File: src/tile_status_pkg.sv
package tile_status_pkg;
   localparam logic [7:0] REG_TILE_CLOCK_CONTROL = 8'h02;
   localparam logic [7:0] REG_TILE_BOOT_STATUS = 8'h03;
   localparam logic [7:0] REG_SECURITY_COPY = 8'h05;
   localparam logic [7:0] REG_OSCILLATOR_CONTROL = 8'h06;
   localparam logic [7:0] REG_TILE_CELL_OSC_COUNT = 8'h07;
   localparam logic [7:0] REG_TILE_WIRE_OSC_COUNT = 8'h08;
   localparam logic [7:0] REG_PERIPH_CELL_OSC_COUNT = 8'h09;
   localparam logic [7:0] REG_PERIPH_WIRE_OSC_COUNT = 8'h0a;
   localparam logic [7:0] REG_DEBUG_SAVED_STATUS = 8'h10;
   localparam logic [7:0] REG_DEBUG_SAVED_PC = 8'h11;
   localparam logic [7:0] REG_DEBUG_SAVED_STACK = 8'h12;
   localparam logic [7:0] REG_DEBUG_READ_CORE_SELECT = 8'h13;
   localparam logic [7:0] REG_DEBUG_READ_REG_SELECT = 8'h14;
   localparam logic [7:0] REG_DEBUG_IRQ_CAUSE = 8'h15;
   localparam logic [7:0] REG_DEBUG_IRQ_INFO = 8'h16;
   localparam int DIVIDER_ENABLE_BIT = 4;
   localparam int DIVIDER_DYNAMIC_BIT = 5;
   localparam int OSC_TILE_BIT = 1;
   localparam int OSC_PERIPH_BIT = 0;
   localparam int TILE_NUMBER_LSB = 16;
   localparam int OTP_BOOT_BIT = 8;
   localparam int CAUSE_UNIT_LSB = 16;
   localparam int CAUSE_CORE_LSB = 8;
   localparam logic [31:0] CLOCK_CONTROL_RESET = 32'h0000_0000;
   localparam logic [1:0] OSC_CONTROL_RESET = 2'h0;
   localparam logic [2:0] CAUSE_RESET = 3'h0;
   localparam logic [2:0] CAUSE_NONE = 3'h0;
   localparam logic [2:0] CAUSE_HOST = 3'h1;
   localparam logic [2:0] CAUSE_DEBUG_CALL = 3'h2;
   localparam logic [2:0] CAUSE_INSTR_BREAK = 3'h3;
   localparam logic [2:0] CAUSE_DATA_WATCH = 3'h4;
   localparam logic [2:0] CAUSE_RESOURCE_WATCH = 3'h5;
endpackage : tile_status_pkg

File: src/tile_status_debug_regs.sv
`timescale 1ns/1ns
// Function
// - control bit 4 high runs the tile clock through the divider; resets low
// - control bit 5 picks dynamic mode, slowing only while active cores pause
// - boot status bits 23:16 report this tile's switch number, read-only
// - boot status bit 8 reads one when boot from OTP is enabled
// - boot status bits 7:0 show the sampled boot-mode pin levels
// - security copy register shows the 32-bit OTP security word, read-only
// - oscillator control bit 1 runs tile oscillators, bit 0 peripheral ones
// - registers 0x07 to 0x0A return the four 16-bit oscillator counts
// - oscillator counts are kept across system reset
// - oscillators run asynchronously to the tile clock, giving random bits
// - debugger entry captures the saved status word into entry 0x10
// - debugger entry captures saved pc into 0x11 and stack into 0x12
// - first fetch operand holds the logical core number in bits 7:0
// - second fetch operand holds the core register index in bits 4:0
// - irq cause bits 2:0 record the debug interrupt cause, reset zero
// - cause bits 17:16 hold the lowest triggering unit number
// - cause bits 15:8 hold the causing core number, else zero
// - irq info captures watch address or triggering resource identifier
module tile_status_debug_regs #(
   parameter int CORE_WIDTH = 8,
   parameter int UNITS = 4
) (
   input wire logic CLOCK,
   input wire logic RESET,
   input wire logic CLOCK_ENABLE,
   input wire logic [7:0] REG_NUMBER,
   input wire logic REG_WRITE,
   input wire logic REG_READ,
   input wire logic [31:0] REG_WRITE_DATA,
   output logic [31:0] REG_READ_DATA,
   output logic REG_READ_VALID,
   input wire logic DEBUG_MODE,
   input wire logic ALL_CORES_PAUSED,
   output logic DIVIDER_ACTIVE,
   input wire logic [7:0] TILE_NUMBER,
   input wire logic OTP_BOOT_ENABLE,
   input wire logic [7:0] BOOT_MODE_PIN,
   input wire logic [31:0] OTP_SECURITY_WORD,
   output logic TILE_OSC_RUN,
   output logic PERIPH_OSC_RUN,
   input wire logic [15:0] TILE_CELL_COUNT,
   input wire logic [15:0] TILE_WIRE_COUNT,
   input wire logic [15:0] PERIPH_CELL_COUNT,
   input wire logic [15:0] PERIPH_WIRE_COUNT,
   input wire logic DEBUG_ENTRY,
   input wire logic [2:0] ENTRY_CAUSE,
   input wire logic ENTRY_BY_CORE,
   input wire logic [CORE_WIDTH-1:0] ENTRY_CORE,
   input wire logic [UNITS-1:0] ENTRY_UNIT_HITS,
   input wire logic [31:0] ENTRY_INFO,
   input wire logic [31:0] SAVED_STATUS_WORD,
   input wire logic [31:0] SAVED_PROGRAM_COUNTER,
   input wire logic [31:0] SAVED_STACK_POINTER,
   output logic [7:0] FETCH_CORE,
   output logic [4:0] FETCH_REGISTER
);
   // pin and foreign-domain inputs: two-stage synchronisers
   logic [7:0] tile_meta_r;
   logic [7:0] tile_sync_r;
   logic otp_meta_r;
   logic otp_sync_r;
   logic [7:0] mode_meta_r;
   logic [7:0] mode_sync_r;
   logic [31:0] sec_meta_r;
   logic [31:0] sec_sync_r;
   logic [63:0] cnt_meta_r;
   logic [63:0] cnt_sync_r;
   logic [63:0] cnt_raw;

   logic [1:0] divider_ctl_r;
   logic [1:0] divider_ctl_nxt;
   logic [1:0] divider_reset;
   logic [1:0] osc_ctl_r;
   logic [1:0] osc_ctl_nxt;
   logic [31:0] saved_status_r;
   logic [31:0] saved_status_nxt;
   logic [31:0] saved_pc_r;
   logic [31:0] saved_pc_nxt;
   logic [31:0] saved_stack_r;
   logic [31:0] saved_stack_nxt;
   logic [7:0] fetch_core_r;
   logic [7:0] fetch_core_nxt;
   logic [4:0] fetch_reg_r;
   logic [4:0] fetch_reg_nxt;
   logic [2:0] cause_r;
   logic [2:0] cause_nxt;
   logic [7:0] cause_core_r;
   logic [7:0] cause_core_nxt;
   logic [1:0] cause_unit_r;
   logic [1:0] cause_unit_nxt;
   logic [31:0] info_r;
   logic [31:0] info_nxt;
   logic [31:0] read_data_r;
   logic read_valid_r;

   logic [1:0] lowest_unit;
   logic [7:0] entry_core8;
   logic unit_cause;
   logic info_cause;
   logic dbg_write;
   logic wr_clock_ctl;
   logic wr_osc_ctl;
   logic wr_pc;
   logic wr_stack;
   logic wr_core;
   logic wr_reg;
   logic wr_cause;
   logic wr_info;
   logic [31:0] read_mux;

   assign cnt_raw = {PERIPH_WIRE_COUNT, PERIPH_CELL_COUNT,
                     TILE_WIRE_COUNT, TILE_CELL_COUNT};

   // counts are sampled without reset so they survive system reset
   always_ff @(posedge CLOCK) begin
      if (CLOCK_ENABLE) begin
         cnt_meta_r <= cnt_raw;
         cnt_sync_r <= cnt_meta_r;
      end
   end

   // pin levels settle once after power-up, so no reset is needed
   always_ff @(posedge CLOCK) begin
      if (CLOCK_ENABLE) begin
         tile_meta_r <= TILE_NUMBER;
         tile_sync_r <= tile_meta_r;
         otp_meta_r <= OTP_BOOT_ENABLE;
         otp_sync_r <= otp_meta_r;
      end
   end

   always_ff @(posedge CLOCK) begin
      if (CLOCK_ENABLE) begin
         mode_meta_r <= BOOT_MODE_PIN;
         mode_sync_r <= mode_meta_r;
         sec_meta_r <= OTP_SECURITY_WORD;
         sec_sync_r <= sec_meta_r;
      end
   end

   // lowest-numbered triggering unit wins
   always_comb begin
      lowest_unit = 2'h0;
      for (int i = UNITS - 1; i >= 0; i--) begin
         if (ENTRY_UNIT_HITS[i]) begin
            lowest_unit = 2'(i);
         end
      end
   end

   assign entry_core8 = ENTRY_BY_CORE ? 8'(ENTRY_CORE) : 8'h00;

   assign dbg_write = REG_WRITE && DEBUG_MODE;
   assign wr_clock_ctl = REG_WRITE &&
      REG_NUMBER == tile_status_pkg::REG_TILE_CLOCK_CONTROL;
   assign wr_osc_ctl = REG_WRITE &&
      REG_NUMBER == tile_status_pkg::REG_OSCILLATOR_CONTROL;
   assign wr_pc = dbg_write &&
      REG_NUMBER == tile_status_pkg::REG_DEBUG_SAVED_PC;
   assign wr_stack = dbg_write &&
      REG_NUMBER == tile_status_pkg::REG_DEBUG_SAVED_STACK;
   assign wr_core = dbg_write &&
      REG_NUMBER == tile_status_pkg::REG_DEBUG_READ_CORE_SELECT;
   assign wr_reg = dbg_write &&
      REG_NUMBER == tile_status_pkg::REG_DEBUG_READ_REG_SELECT;
   assign wr_cause = dbg_write &&
      REG_NUMBER == tile_status_pkg::REG_DEBUG_IRQ_CAUSE;
   assign wr_info = dbg_write &&
      REG_NUMBER == tile_status_pkg::REG_DEBUG_IRQ_INFO;

   // control registers
   assign divider_reset = {
      tile_status_pkg::CLOCK_CONTROL_RESET[
         tile_status_pkg::DIVIDER_DYNAMIC_BIT],
      tile_status_pkg::CLOCK_CONTROL_RESET[
         tile_status_pkg::DIVIDER_ENABLE_BIT]};
   assign divider_ctl_nxt = wr_clock_ctl ? {
      REG_WRITE_DATA[tile_status_pkg::DIVIDER_DYNAMIC_BIT],
      REG_WRITE_DATA[tile_status_pkg::DIVIDER_ENABLE_BIT]} : divider_ctl_r;
   assign osc_ctl_nxt = wr_osc_ctl ? {
      REG_WRITE_DATA[tile_status_pkg::OSC_TILE_BIT],
      REG_WRITE_DATA[tile_status_pkg::OSC_PERIPH_BIT]} : osc_ctl_r;

   always_ff @(posedge CLOCK) begin
      if (RESET) begin
         divider_ctl_r <= divider_reset;
      end else if (CLOCK_ENABLE) begin
         divider_ctl_r <= divider_ctl_nxt;
      end
   end

   always_ff @(posedge CLOCK) begin
      if (RESET) begin
         osc_ctl_r <= tile_status_pkg::OSC_CONTROL_RESET;
      end else if (CLOCK_ENABLE) begin
         osc_ctl_r <= osc_ctl_nxt;
      end
   end

   // debug capture: entry wins over a same-cycle software write
   assign unit_cause = ENTRY_CAUSE == tile_status_pkg::CAUSE_INSTR_BREAK ||
      ENTRY_CAUSE == tile_status_pkg::CAUSE_DATA_WATCH ||
      ENTRY_CAUSE == tile_status_pkg::CAUSE_RESOURCE_WATCH;
   assign info_cause = ENTRY_CAUSE == tile_status_pkg::CAUSE_DATA_WATCH ||
      ENTRY_CAUSE == tile_status_pkg::CAUSE_RESOURCE_WATCH;
   assign saved_status_nxt = DEBUG_ENTRY ? SAVED_STATUS_WORD :
      saved_status_r;
   assign saved_pc_nxt = DEBUG_ENTRY ? SAVED_PROGRAM_COUNTER :
      wr_pc ? REG_WRITE_DATA : saved_pc_r;
   assign saved_stack_nxt = DEBUG_ENTRY ? SAVED_STACK_POINTER :
      wr_stack ? REG_WRITE_DATA : saved_stack_r;
   assign cause_nxt = DEBUG_ENTRY ? ENTRY_CAUSE :
      wr_cause ? REG_WRITE_DATA[2:0] : cause_r;
   assign cause_core_nxt = DEBUG_ENTRY ? entry_core8 :
      wr_cause ? REG_WRITE_DATA[tile_status_pkg::CAUSE_CORE_LSB +: 8] :
      cause_core_r;
   assign cause_unit_nxt = DEBUG_ENTRY ?
      (unit_cause ? lowest_unit : 2'h0) :
      wr_cause ? REG_WRITE_DATA[tile_status_pkg::CAUSE_UNIT_LSB +: 2] :
      cause_unit_r;
   assign info_nxt = DEBUG_ENTRY ?
      (info_cause ? ENTRY_INFO : info_r) :
      wr_info ? REG_WRITE_DATA : info_r;
   assign fetch_core_nxt = wr_core ? REG_WRITE_DATA[7:0] :
      fetch_core_r;
   assign fetch_reg_nxt = wr_reg ? REG_WRITE_DATA[4:0] :
      fetch_reg_r;

   always_ff @(posedge CLOCK) begin
      if (RESET) begin
         saved_status_r <= 32'h0000_0000;
      end else if (CLOCK_ENABLE) begin
         saved_status_r <= saved_status_nxt;
      end
   end

   always_ff @(posedge CLOCK) begin
      if (RESET) begin
         saved_pc_r <= 32'h0000_0000;
      end else if (CLOCK_ENABLE) begin
         saved_pc_r <= saved_pc_nxt;
      end
   end

   always_ff @(posedge CLOCK) begin
      if (RESET) begin
         saved_stack_r <= 32'h0000_0000;
      end else if (CLOCK_ENABLE) begin
         saved_stack_r <= saved_stack_nxt;
      end
   end

   always_ff @(posedge CLOCK) begin
      if (RESET) begin
         fetch_core_r <= 8'h00;
      end else if (CLOCK_ENABLE) begin
         fetch_core_r <= fetch_core_nxt;
      end
   end

   always_ff @(posedge CLOCK) begin
      if (RESET) begin
         fetch_reg_r <= 5'h00;
      end else if (CLOCK_ENABLE) begin
         fetch_reg_r <= fetch_reg_nxt;
      end
   end

   always_ff @(posedge CLOCK) begin
      if (RESET) begin
         cause_r <= tile_status_pkg::CAUSE_RESET;
      end else if (CLOCK_ENABLE) begin
         cause_r <= cause_nxt;
      end
   end

   always_ff @(posedge CLOCK) begin
      if (RESET) begin
         cause_core_r <= 8'h00;
      end else if (CLOCK_ENABLE) begin
         cause_core_r <= cause_core_nxt;
      end
   end

   always_ff @(posedge CLOCK) begin
      if (RESET) begin
         cause_unit_r <= 2'h0;
      end else if (CLOCK_ENABLE) begin
         cause_unit_r <= cause_unit_nxt;
      end
   end

   always_ff @(posedge CLOCK) begin
      if (RESET) begin
         info_r <= 32'h0000_0000;
      end else if (CLOCK_ENABLE) begin
         info_r <= info_nxt;
      end
   end

   // read decode; unmapped numbers and reserved bits read zero
   always_comb begin
      read_mux = 32'h0000_0000;
      case (REG_NUMBER)
         tile_status_pkg::REG_TILE_CLOCK_CONTROL: begin
            read_mux[tile_status_pkg::DIVIDER_ENABLE_BIT] = divider_ctl_r[0];
            read_mux[tile_status_pkg::DIVIDER_DYNAMIC_BIT] = divider_ctl_r[1];
         end
         tile_status_pkg::REG_TILE_BOOT_STATUS: begin
            read_mux[23:16] = tile_sync_r;
            read_mux[tile_status_pkg::OTP_BOOT_BIT] = otp_sync_r;
            read_mux[7:0] = mode_sync_r;
         end
         tile_status_pkg::REG_SECURITY_COPY: begin
            read_mux = sec_sync_r;
         end
         tile_status_pkg::REG_OSCILLATOR_CONTROL: begin
            read_mux[1:0] = osc_ctl_r;
         end
         tile_status_pkg::REG_TILE_CELL_OSC_COUNT: begin
            read_mux[15:0] = cnt_sync_r[15:0];
         end
         tile_status_pkg::REG_TILE_WIRE_OSC_COUNT: begin
            read_mux[15:0] = cnt_sync_r[31:16];
         end
         tile_status_pkg::REG_PERIPH_CELL_OSC_COUNT: begin
            read_mux[15:0] = cnt_sync_r[47:32];
         end
         tile_status_pkg::REG_PERIPH_WIRE_OSC_COUNT: begin
            read_mux[15:0] = cnt_sync_r[63:48];
         end
         tile_status_pkg::REG_DEBUG_SAVED_STATUS: begin
            read_mux = saved_status_r;
         end
         tile_status_pkg::REG_DEBUG_SAVED_PC: begin
            read_mux = saved_pc_r;
         end
         tile_status_pkg::REG_DEBUG_SAVED_STACK: begin
            read_mux = saved_stack_r;
         end
         tile_status_pkg::REG_DEBUG_READ_CORE_SELECT: begin
            read_mux[7:0] = fetch_core_r;
         end
         tile_status_pkg::REG_DEBUG_READ_REG_SELECT: begin
            read_mux[4:0] = fetch_reg_r;
         end
         tile_status_pkg::REG_DEBUG_IRQ_CAUSE: begin
            read_mux[17:16] = cause_unit_r;
            read_mux[15:8] = cause_core_r;
            read_mux[2:0] = cause_r;
         end
         tile_status_pkg::REG_DEBUG_IRQ_INFO: begin
            read_mux = info_r;
         end
         default: begin
            read_mux = 32'h0000_0000;
         end
      endcase
   end

   // one word per read, answered the next cycle
   always_ff @(posedge CLOCK) begin
      if (RESET) begin
         read_data_r <= 32'h0000_0000;
         read_valid_r <= 1'b0;
      end else if (CLOCK_ENABLE) begin
         read_valid_r <= REG_READ;
         if (REG_READ) begin
            read_data_r <= read_mux;
         end
      end
   end

   assign REG_READ_DATA = read_data_r;
   assign REG_READ_VALID = read_valid_r;
   assign DIVIDER_ACTIVE = divider_ctl_r[0] &&
      (!divider_ctl_r[1] || ALL_CORES_PAUSED);
   assign TILE_OSC_RUN = osc_ctl_r[1];
   assign PERIPH_OSC_RUN = osc_ctl_r[0];
   assign FETCH_CORE = fetch_core_r;
   assign FETCH_REGISTER = fetch_reg_r;
endmodule : tile_status_debug_regs

File: config.mk
export PLATFORM = sky130hd
export DESIGN_NAME = tile_status_debug_regs
export DESIGN_NICKNAME = d
export VERILOG_FILES = /design/src/tile_status_pkg.sv /design/src/tile_status_debug_regs.sv
export SDC_FILE = /design/constraint.sdc
export NUM_CORES = 1
export LEC_CHECK = 0
export BUFFER_PORTS_ARGS = -buffer_cell sky130_fd_sc_hd__buf_2
export CORE_MARGIN = 4
export CORE_UTILIZATION = 50
export CTS_CLUSTER_DIAMETER = 100
export CTS_CLUSTER_SIZE = 40
export DETAILED_ROUTE_END_ITERATION = 8
export PLACE_DENSITY = 0.74
export SLEW_MARGIN = 5
export SYNTH_ARGS = -nofsm -noshare
export SYNTH_HDL_FRONTEND = slang
export SYNTH_SLANG_ARGS = --single-unit
File: constraint.sdc
create_clock -name CLOCK -period 2.6 [get_ports CLOCK]
set_clock_uncertainty 0.1 [all_clocks]
set_input_delay 0 -clock CLOCK [delete_from_list [all_inputs] [get_ports CLOCK]]
set_output_delay 0 -clock CLOCK [all_outputs]
set_load 0.03 [all_outputs]
==> flow_metrics.env, run 1 <==
export IMPL_p_int_w=0.00947
export IMPL_switching_power_w=0.00314
export IMPL_cts_tree="yes"
export IMPL_overflow=0
export IMPL_cts_clk_slew_worst_paths_ns=0.15
export IMPL_wl_per_cell_um=25.6
export IMPL_grt_max_degree=169
export IMPL_pwr_share_seq=0.603
export IMPL_num_vias=15900
export IMPL_antenna_found_initial=7
export IMPL_required_ns=2.94
export IMPL_crit_chain="dlygate4sd3_1 -> buf_2 -> nor4_4 -> buf_4 -> nand2_1 -> nor3_1 -> mux2i_1 -> dlygate4sd3_1 -> nor2_1"
export IMPL_drt_iter0_markers=2088
export IMPL_die_w_um=191
export IMPL_synth_distinct_cells=72
export IMPL_clock_latency_ns=0.54
export IMPL_syn_nets=1779
export IMPL_dpl_cell_area_um2=19100
export IMPL_ys_seq_elements=417
export IMPL_cpPeakStageDelay_ns=0.57
export IMPL_syn2layout_area_growth_pct=40.1
export IMPL_drtAntennaViolNets=0
export IMPL_status="complete, no violations"
export IMPL_p_leak_nw=8.76
export IMPL_grt_usage=0.356
export IMPL_cts_buffer_depth=3
export IMPL_wl_um=67100
export IMPL_synthFlopType="edfxtp_1"
export IMPL_min_path_type="in2reg"
export IMPL_gp_congestion=0.964
export IMPL_vias_per_cell=6.07
export IMPL_io_buffer_count=353
export IMPL_post_route_period_util=0.983
export IMPL_power_frac_comb=0.143
export IMPL_grt_pass1_vias=15700
export IMPL_critPathLaunchType="input port"
export IMPL_maxSlewViolCount=0
export IMPL_async_flop_share=0
export IMPL_core_region_area_um2=32800
export IMPL_path_max_fanout=12
export IMPL_tightest_slew_ns=0.910
export IMPL_stdcell_count=2620
export IMPL_rsz0062_at_grt="no"
export IMPL_critPathKind="in2reg"
export IMPL_dieArea_um2=36500
export IMPL_cts_max_level=1
export IMPL_io_pins=354
export IMPL_max_vdd_ir_drop_v=0.000653
export IMPL_yosysWarnings=0
export IMPL_dp_hpwl_um=41300
export IMPL_mappedNetlistArea_um2=16700
export IMPL_netlist_instances=1474
export IMPL_worstSetupEndpointType="flip-flop"
export IMPL_fin_area_um2=23500
export IMPL_pwr_share_clk=0.254
export IMPL_dr_pass1_iters=9
export IMPL_slew_headroom=0.393
export IMPL_cts_root_buf="clkbuf_16"
export IMPL_final_nets=2469
export IMPL_arrival_ns=2.89
export IMPL_fin_setup_tns_ns=0
export IMPL_numCtsBuffers=14
export IMPL_place_inst=2206
export IMPL_grt_pass1_wl_um=98000
export IMPL_rows=66
export IMPL_power_density_nw_per_um2=538
export IMPL_post_route_drc_count=0
export IMPL_start_util=0.511
export IMPL_hold_viol=0
export IMPL_ys_seq_area_frac=0.634
export IMPL_clock_sinks=417
export IMPL_drive_gt1_frac=0.214
export IMPL_maxCapViolations=0
export IMPL_synth_edf_count=226
export IMPL_cpMostUsedCell="dlygate4sd3_1"
export IMPL_max_freq_ghz=0.391
export IMPL_syn_avg_cell_area_um2=11.4
export IMPL_die_h_um=191
export IMPL_finalSetupViolations=0
export IMPL_min_period_ns=2.56
export IMPL_worst_path_max_delay_cell="dlygate4sd3_1"
export IMPL_swShare=0.249
-- path summary, 6_finish.rpt --
path / from / end / slack (ns) / depth (start not counted)
setup reg to reg: otp_sync_r / REG_READ_DATA[8] / 0.73 / 5
hold reg to reg: mode_meta_r[5] / mode_sync_r[5] / 0.32 / 0
setup / recovery: REG_NUMBER[3] / divider_ctl_r[1] / 0.04 / 9
hold / removal: REG_WRITE_DATA[8] / saved_pc_r[8] / 0.03 / 4
-- logic make-up after synthesis --
family                 count (synthesis)  share of synthesized area
and+or+nand+nor                      439                      0.123
AOI/OAI and AO/OA                    451                      0.185
buffers and inverters                128                     0.0323
DFF                                  417                      0.634
muxes                                 39                     0.0261
-- sequential cells by signal, summed over array words and instances, names as in the netlist, 32 cells and up --
name,cells
sec_sync_r,32
REG_READ_DATA,32
cnt_meta_r,64
saved_stack_r,32
sec_meta_r,32
saved_pc_r,32
cnt_sync_r,64
info_r,32
saved_status_r,32
-- routing by layer --
| layer | part of all wire | global-route usage |
|---|---|---|
| met4 | 0.057 | 0.163 |
| met3 | 0.12 | 0.0835 |
| met2 | 0.45 | 0.557 |
| met5 | 0.00045 | 0 |
| met1 | 0.38 | 0.474 |
-- power by group through the flow --
| stage | combinational [W] | sequential, W | clock (W) |
|---|---|---|---|
| after floorplan | 0.000562 | 0.00766 | 0 |
| after global placement | 0.00118 | 0.00771 | 0 |
| after detailed placement | 0.00120 | 0.00772 | 0 |
| after CTS | 0.00170 | 0.00757 | 0.00320 |
| after global routing | 0.00190 | 0.00762 | 0.00344 |
| final | 0.00181 | 0.00759 | 0.00320 |
-- placed cells by master (no fill, tap or decap), types with 17 or more instances in the layout --
cell type	instances
a211oi_1	119
a21oi_1	169
a221oi_1	25
a22o_1	17
a22oi_1	29
and3_1	18
buf_2	350
buf_4	51
dfxtp_1	191
dlygate4sd3_1	381
edfxtp_1	226
mux2i_1	29
nand2_1	121
nand3_1	29
nor2_1	167
nor2b_1	34
o21ai_0	17
-- synthesized netlist by cell type, types with 3 or more instances --
library cell,n,area [um2]
edfxtp_1,226,6790
dfxtp_1,191,3820
a21oi_1,169,846
nor2_1,167,627
nand2_1,122,458
a211oi_1,119,893
clkbuf_1,81,304
nor2b_1,36,225
nand3_1,30,150
a22oi_1,29,218
mux2i_1,29,290
buf_2,27,135
a221oi_1,25,219
and3_1,18,113
a22o_1,17,149
o21ai_0,17,85.1
nand4_1,14,87.6
nor3_1,13,65.1
o22ai_1,10,62.6
a311oi_1,8,70.1
and2_1,8,50.1
buf_1,8,30.0
a221o_1,7,70.1
inv_1,7,26.3
mux2_2,7,78.8
nand2b_1,5,31.3
a32oi_1,4,35.0
a2111oi_0,3,26.3
a21o_1,3,22.5
a222oi_1,3,30.0
a31oi_1,3,18.8
a32o_1,3,30.0
buf_4,3,22.5
mux4_2,3,67.6
nand3b_1,3,22.5
nor3_2,3,30.0
nor3b_1,3,22.5
o31ai_4,3,63.8
or4_1,3,22.5
-- through the flow --
step / setup slack [ns] / hold slack [ns] / util / power, W
3_3_place_gp: 0.309 / 0.0763 / 0.583 / 0.00890
3_5_place_dp: 0.236 / 0.0781 / 0.583 / 0.00892
2_1_floorplan: 0.751 / -0.00113 / - / 0.00822
4_1_cts: 0.00127 / 0.00578 / 0.713 / 0.0125
5_1_grt: 0.00527 / 0.0562 / 0.715 / 0.0130
6_report: 0.0438 / 0.0331 / 0.715 / 0.0126
-- area by class of cell --
| cell class | instances | area [um2] |
|---|---|---|
| diodes | 6 | 15.0 |
| inverters | 7 | 26.3 |
| clock buffers | 21 | 398 |
| multi-input cells | 929 | 5620 |
| fillers | 2166 | 9330 |
| repair buffers | 795 | 6180 |
| well taps | 442 | 553 |
| flip-flops and latches | 417 | 10600 |
| clock inverters | 3 | 52.6 |
-- worst max-delay path: cells and delay by family --
kind	cells	cell delay (ns)
buffers and inverters	4	1.55
AND/OR/NAND/NOR	4	1.11
multiplexers	1	0.23
-- what timing repair did --
action	4_1_cts	5_1_grt
setup buffers	0	3
endpoints found under the setup margin	0	5
hold buffers	381	0
gates resized for setup	0	5
hold endpoints to repair	309	0
Note: power is estimated with default switching activity, not from simulation.
==> inputs of run 2 (changes only) <==
--- a/config.mk
+++ b/config.mk
@@ -12,6 +12,7 @@
 export CTS_CLUSTER_SIZE = 40
 export DETAILED_ROUTE_END_ITERATION = 8
 export PLACE_DENSITY = 0.74
+export REMOVE_ABC_BUFFERS = 1
 export SLEW_MARGIN = 5
 export SYNTH_ARGS = -nofsm -noshare
 export SYNTH_HDL_FRONTEND = slang
==> flow_metrics.env, run 2 (synthesis gave the netlist of run 1 again) <==
export IMPL_status="complete, no violations"
export IMPL_arrival_ns=2.84
export IMPL_dp_hpwl_um=38300
export IMPL_multi_input_area_um2=5630
export IMPL_stdcell_count=2613
export IMPL_numCtsBuffers=15
export IMPL_min_path_type="in2reg"
export IMPL_cts_resized=0
export IMPL_dpl_cell_area_um2=19200
export IMPL_crit_chain="dlygate4sd3_1 -> buf_8 -> nand3_1 -> o31ai_4 -> o221a_2 -> dlygate4sd3_1 -> nor3_1"
export IMPL_critPathLaunchType="input port"
export IMPL_max_vdd_ir_drop_v=0.000593
export IMPL_clock_latency_ns=0.54
export IMPL_whs_ns=0.0196
export IMPL_rows=66
export IMPL_cts_clk_slew_worst_paths_ns=0.13
export IMPL_post_route_period_util=0.977
export IMPL_drtAntennaViolNets=0
export IMPL_final_cell_mix="dlygate4sd3_1, buf_2, edfxtp_1"
export IMPL_die_h_um=191
export IMPL_core_region_area_um2=32800
export IMPL_p_leak_nw=8.75
export IMPL_r2r_start="otp_sync_r"
export IMPL_cts_tree="yes"
export IMPL_post_route_drc_count=0
export IMPL_rsz0062_at_grt="no"
export IMPL_path_max_fanout=27
export IMPL_max_freq_ghz=0.394
export IMPL_power_density_nw_per_um2=543
export IMPL_final_common_cell="dlygate4sd3_1"
export IMPL_maxCapViolations=0
export IMPL_start_util=0.511
export IMPL_grt_max_degree=160
export IMPL_io_pins=354
export IMPL_fin_area_um2=23400
export IMPL_grt_pass1_wl_um=92900
export IMPL_io_buffer_count=353
export IMPL_place_inst=2218
export IMPL_min_period_ns=2.54
export IMPL_wl_um=62000
export IMPL_cts_root_buf="clkbuf_16"
export IMPL_cts_buffer_depth=3
export IMPL_syn2layout_area_growth_pct=39.6
export IMPL_regArea_um2=10600
export IMPL_maxSlewViolCount=0
export IMPL_cp_top_family="buffers and inverters"
export IMPL_hold_viol=0
export IMPL_gp_congestion=0.885
export IMPL_drt_iter0_markers=1716
export IMPL_overflow=0
export IMPL_tightest_slew_ns=0.901
export IMPL_cts_max_level=1
export IMPL_cp_num_buf_inv=3
export IMPL_fillCellCount=2250
export IMPL_antenna_found_initial=7
export IMPL_whs_path_depth=5
export IMPL_drive_gt1_frac=0.222
export IMPL_critPathKind="in2reg"
export IMPL_utilization=0.713
export IMPL_num_vias=15500
export IMPL_cpMostUsedCell="dlygate4sd3_1"
export IMPL_cp_depth=7
export IMPL_r2r_cells=5
export IMPL_cpPeakStageDelay_ns=0.66
export IMPL_worst_path_max_delay_cell="o31ai_4"
export IMPL_clock_sinks=417
export IMPL_top_regs="cnt_meta_r x64, cnt_sync_r x64"
export IMPL_worstSetupEndpointType="flip-flop"
export IMPL_grt_pass1_vias=15900
export IMPL_finalSetupViolations=0
export IMPL_vias_per_cell=5.95
export IMPL_finalPower_w=0.0127
export IMPL_die_w_um=191
export IMPL_dieArea_um2=36500
export IMPL_dr_pass1_iters=6
export IMPL_hold_start="REG_READ"
export IMPL_slew_headroom=0.399
export IMPL_required_ns=2.90
export IMPL_final_nets=2460
export IMPL_wl_per_cell_um=23.7
export IMPL_grt_usage=0.330
export IMPL_cp_startpoint="CLOCK_ENABLE"
run 2: worst paths after layout:
kind	end	slack, ns
min reg2reg	cnt_sync_r[35]	0.32
min	REG_READ_DATA[17]	0.02
max reg2reg	REG_READ_DATA[8]	0.71
max	cause_unit_r[0]	0.06
run 2: per-layer routing:
metal / GRT usage / vias up / wire length [um]
li1: - / 6889 / -
met1: 0.423 / 7397 / 23200
met2: 0.557 / 1032 / 29800
met3: 0.0566 / 220 / 5830
met4: 0.144 / 2 / 3150
met5: 0 / - / 16
run 2: where the power goes:
group	total [W]	switching, W	internal, W	leakage [nW]
Sequential	0.00756	0.000175	0.00738	3.77
Clock	0.00336	0.00203	0.00133	0.244
Combinational	0.00176	0.000910	0.000848	4.73
Total	0.0127	0.00311	0.00957	8.75
run 2: final cells by class:
class,count,share of cell area
sequential,417,0.454
inverter,7,0.00112
multi-input combinational,929,0.241
tap,442,0.0237
antenna,8,0.000857
timing repair buffer,785,0.258
clock buffer,19,0.0167
clock inverter,6,0.00493
run 2: timing repair:
item	in CTS	in global routing
endpoints found under the hold margin	345	0
setup buffers	0	0
hold buffers	362	0
run 2: worst min-delay path: stages:
cell and delay [ns]:
buf_2 0.11, and2_1 0.14, nor2_1 0.18, nand2_1 0.13
a32oi_1 0.05
run 2: stage by stage:
| step | worst slack, ns | setup TNS (ns) |
|---|---|---|
| after CTS | 0.119 | 0 |
| after global routing | 0.00949 | 0 |
| final | 0.0610 | 0 |
| after detailed placement | 0.112 | 0 |
| after global placement | 0.143 | 0 |
| after floorplan | -0.738 | -47.58 |
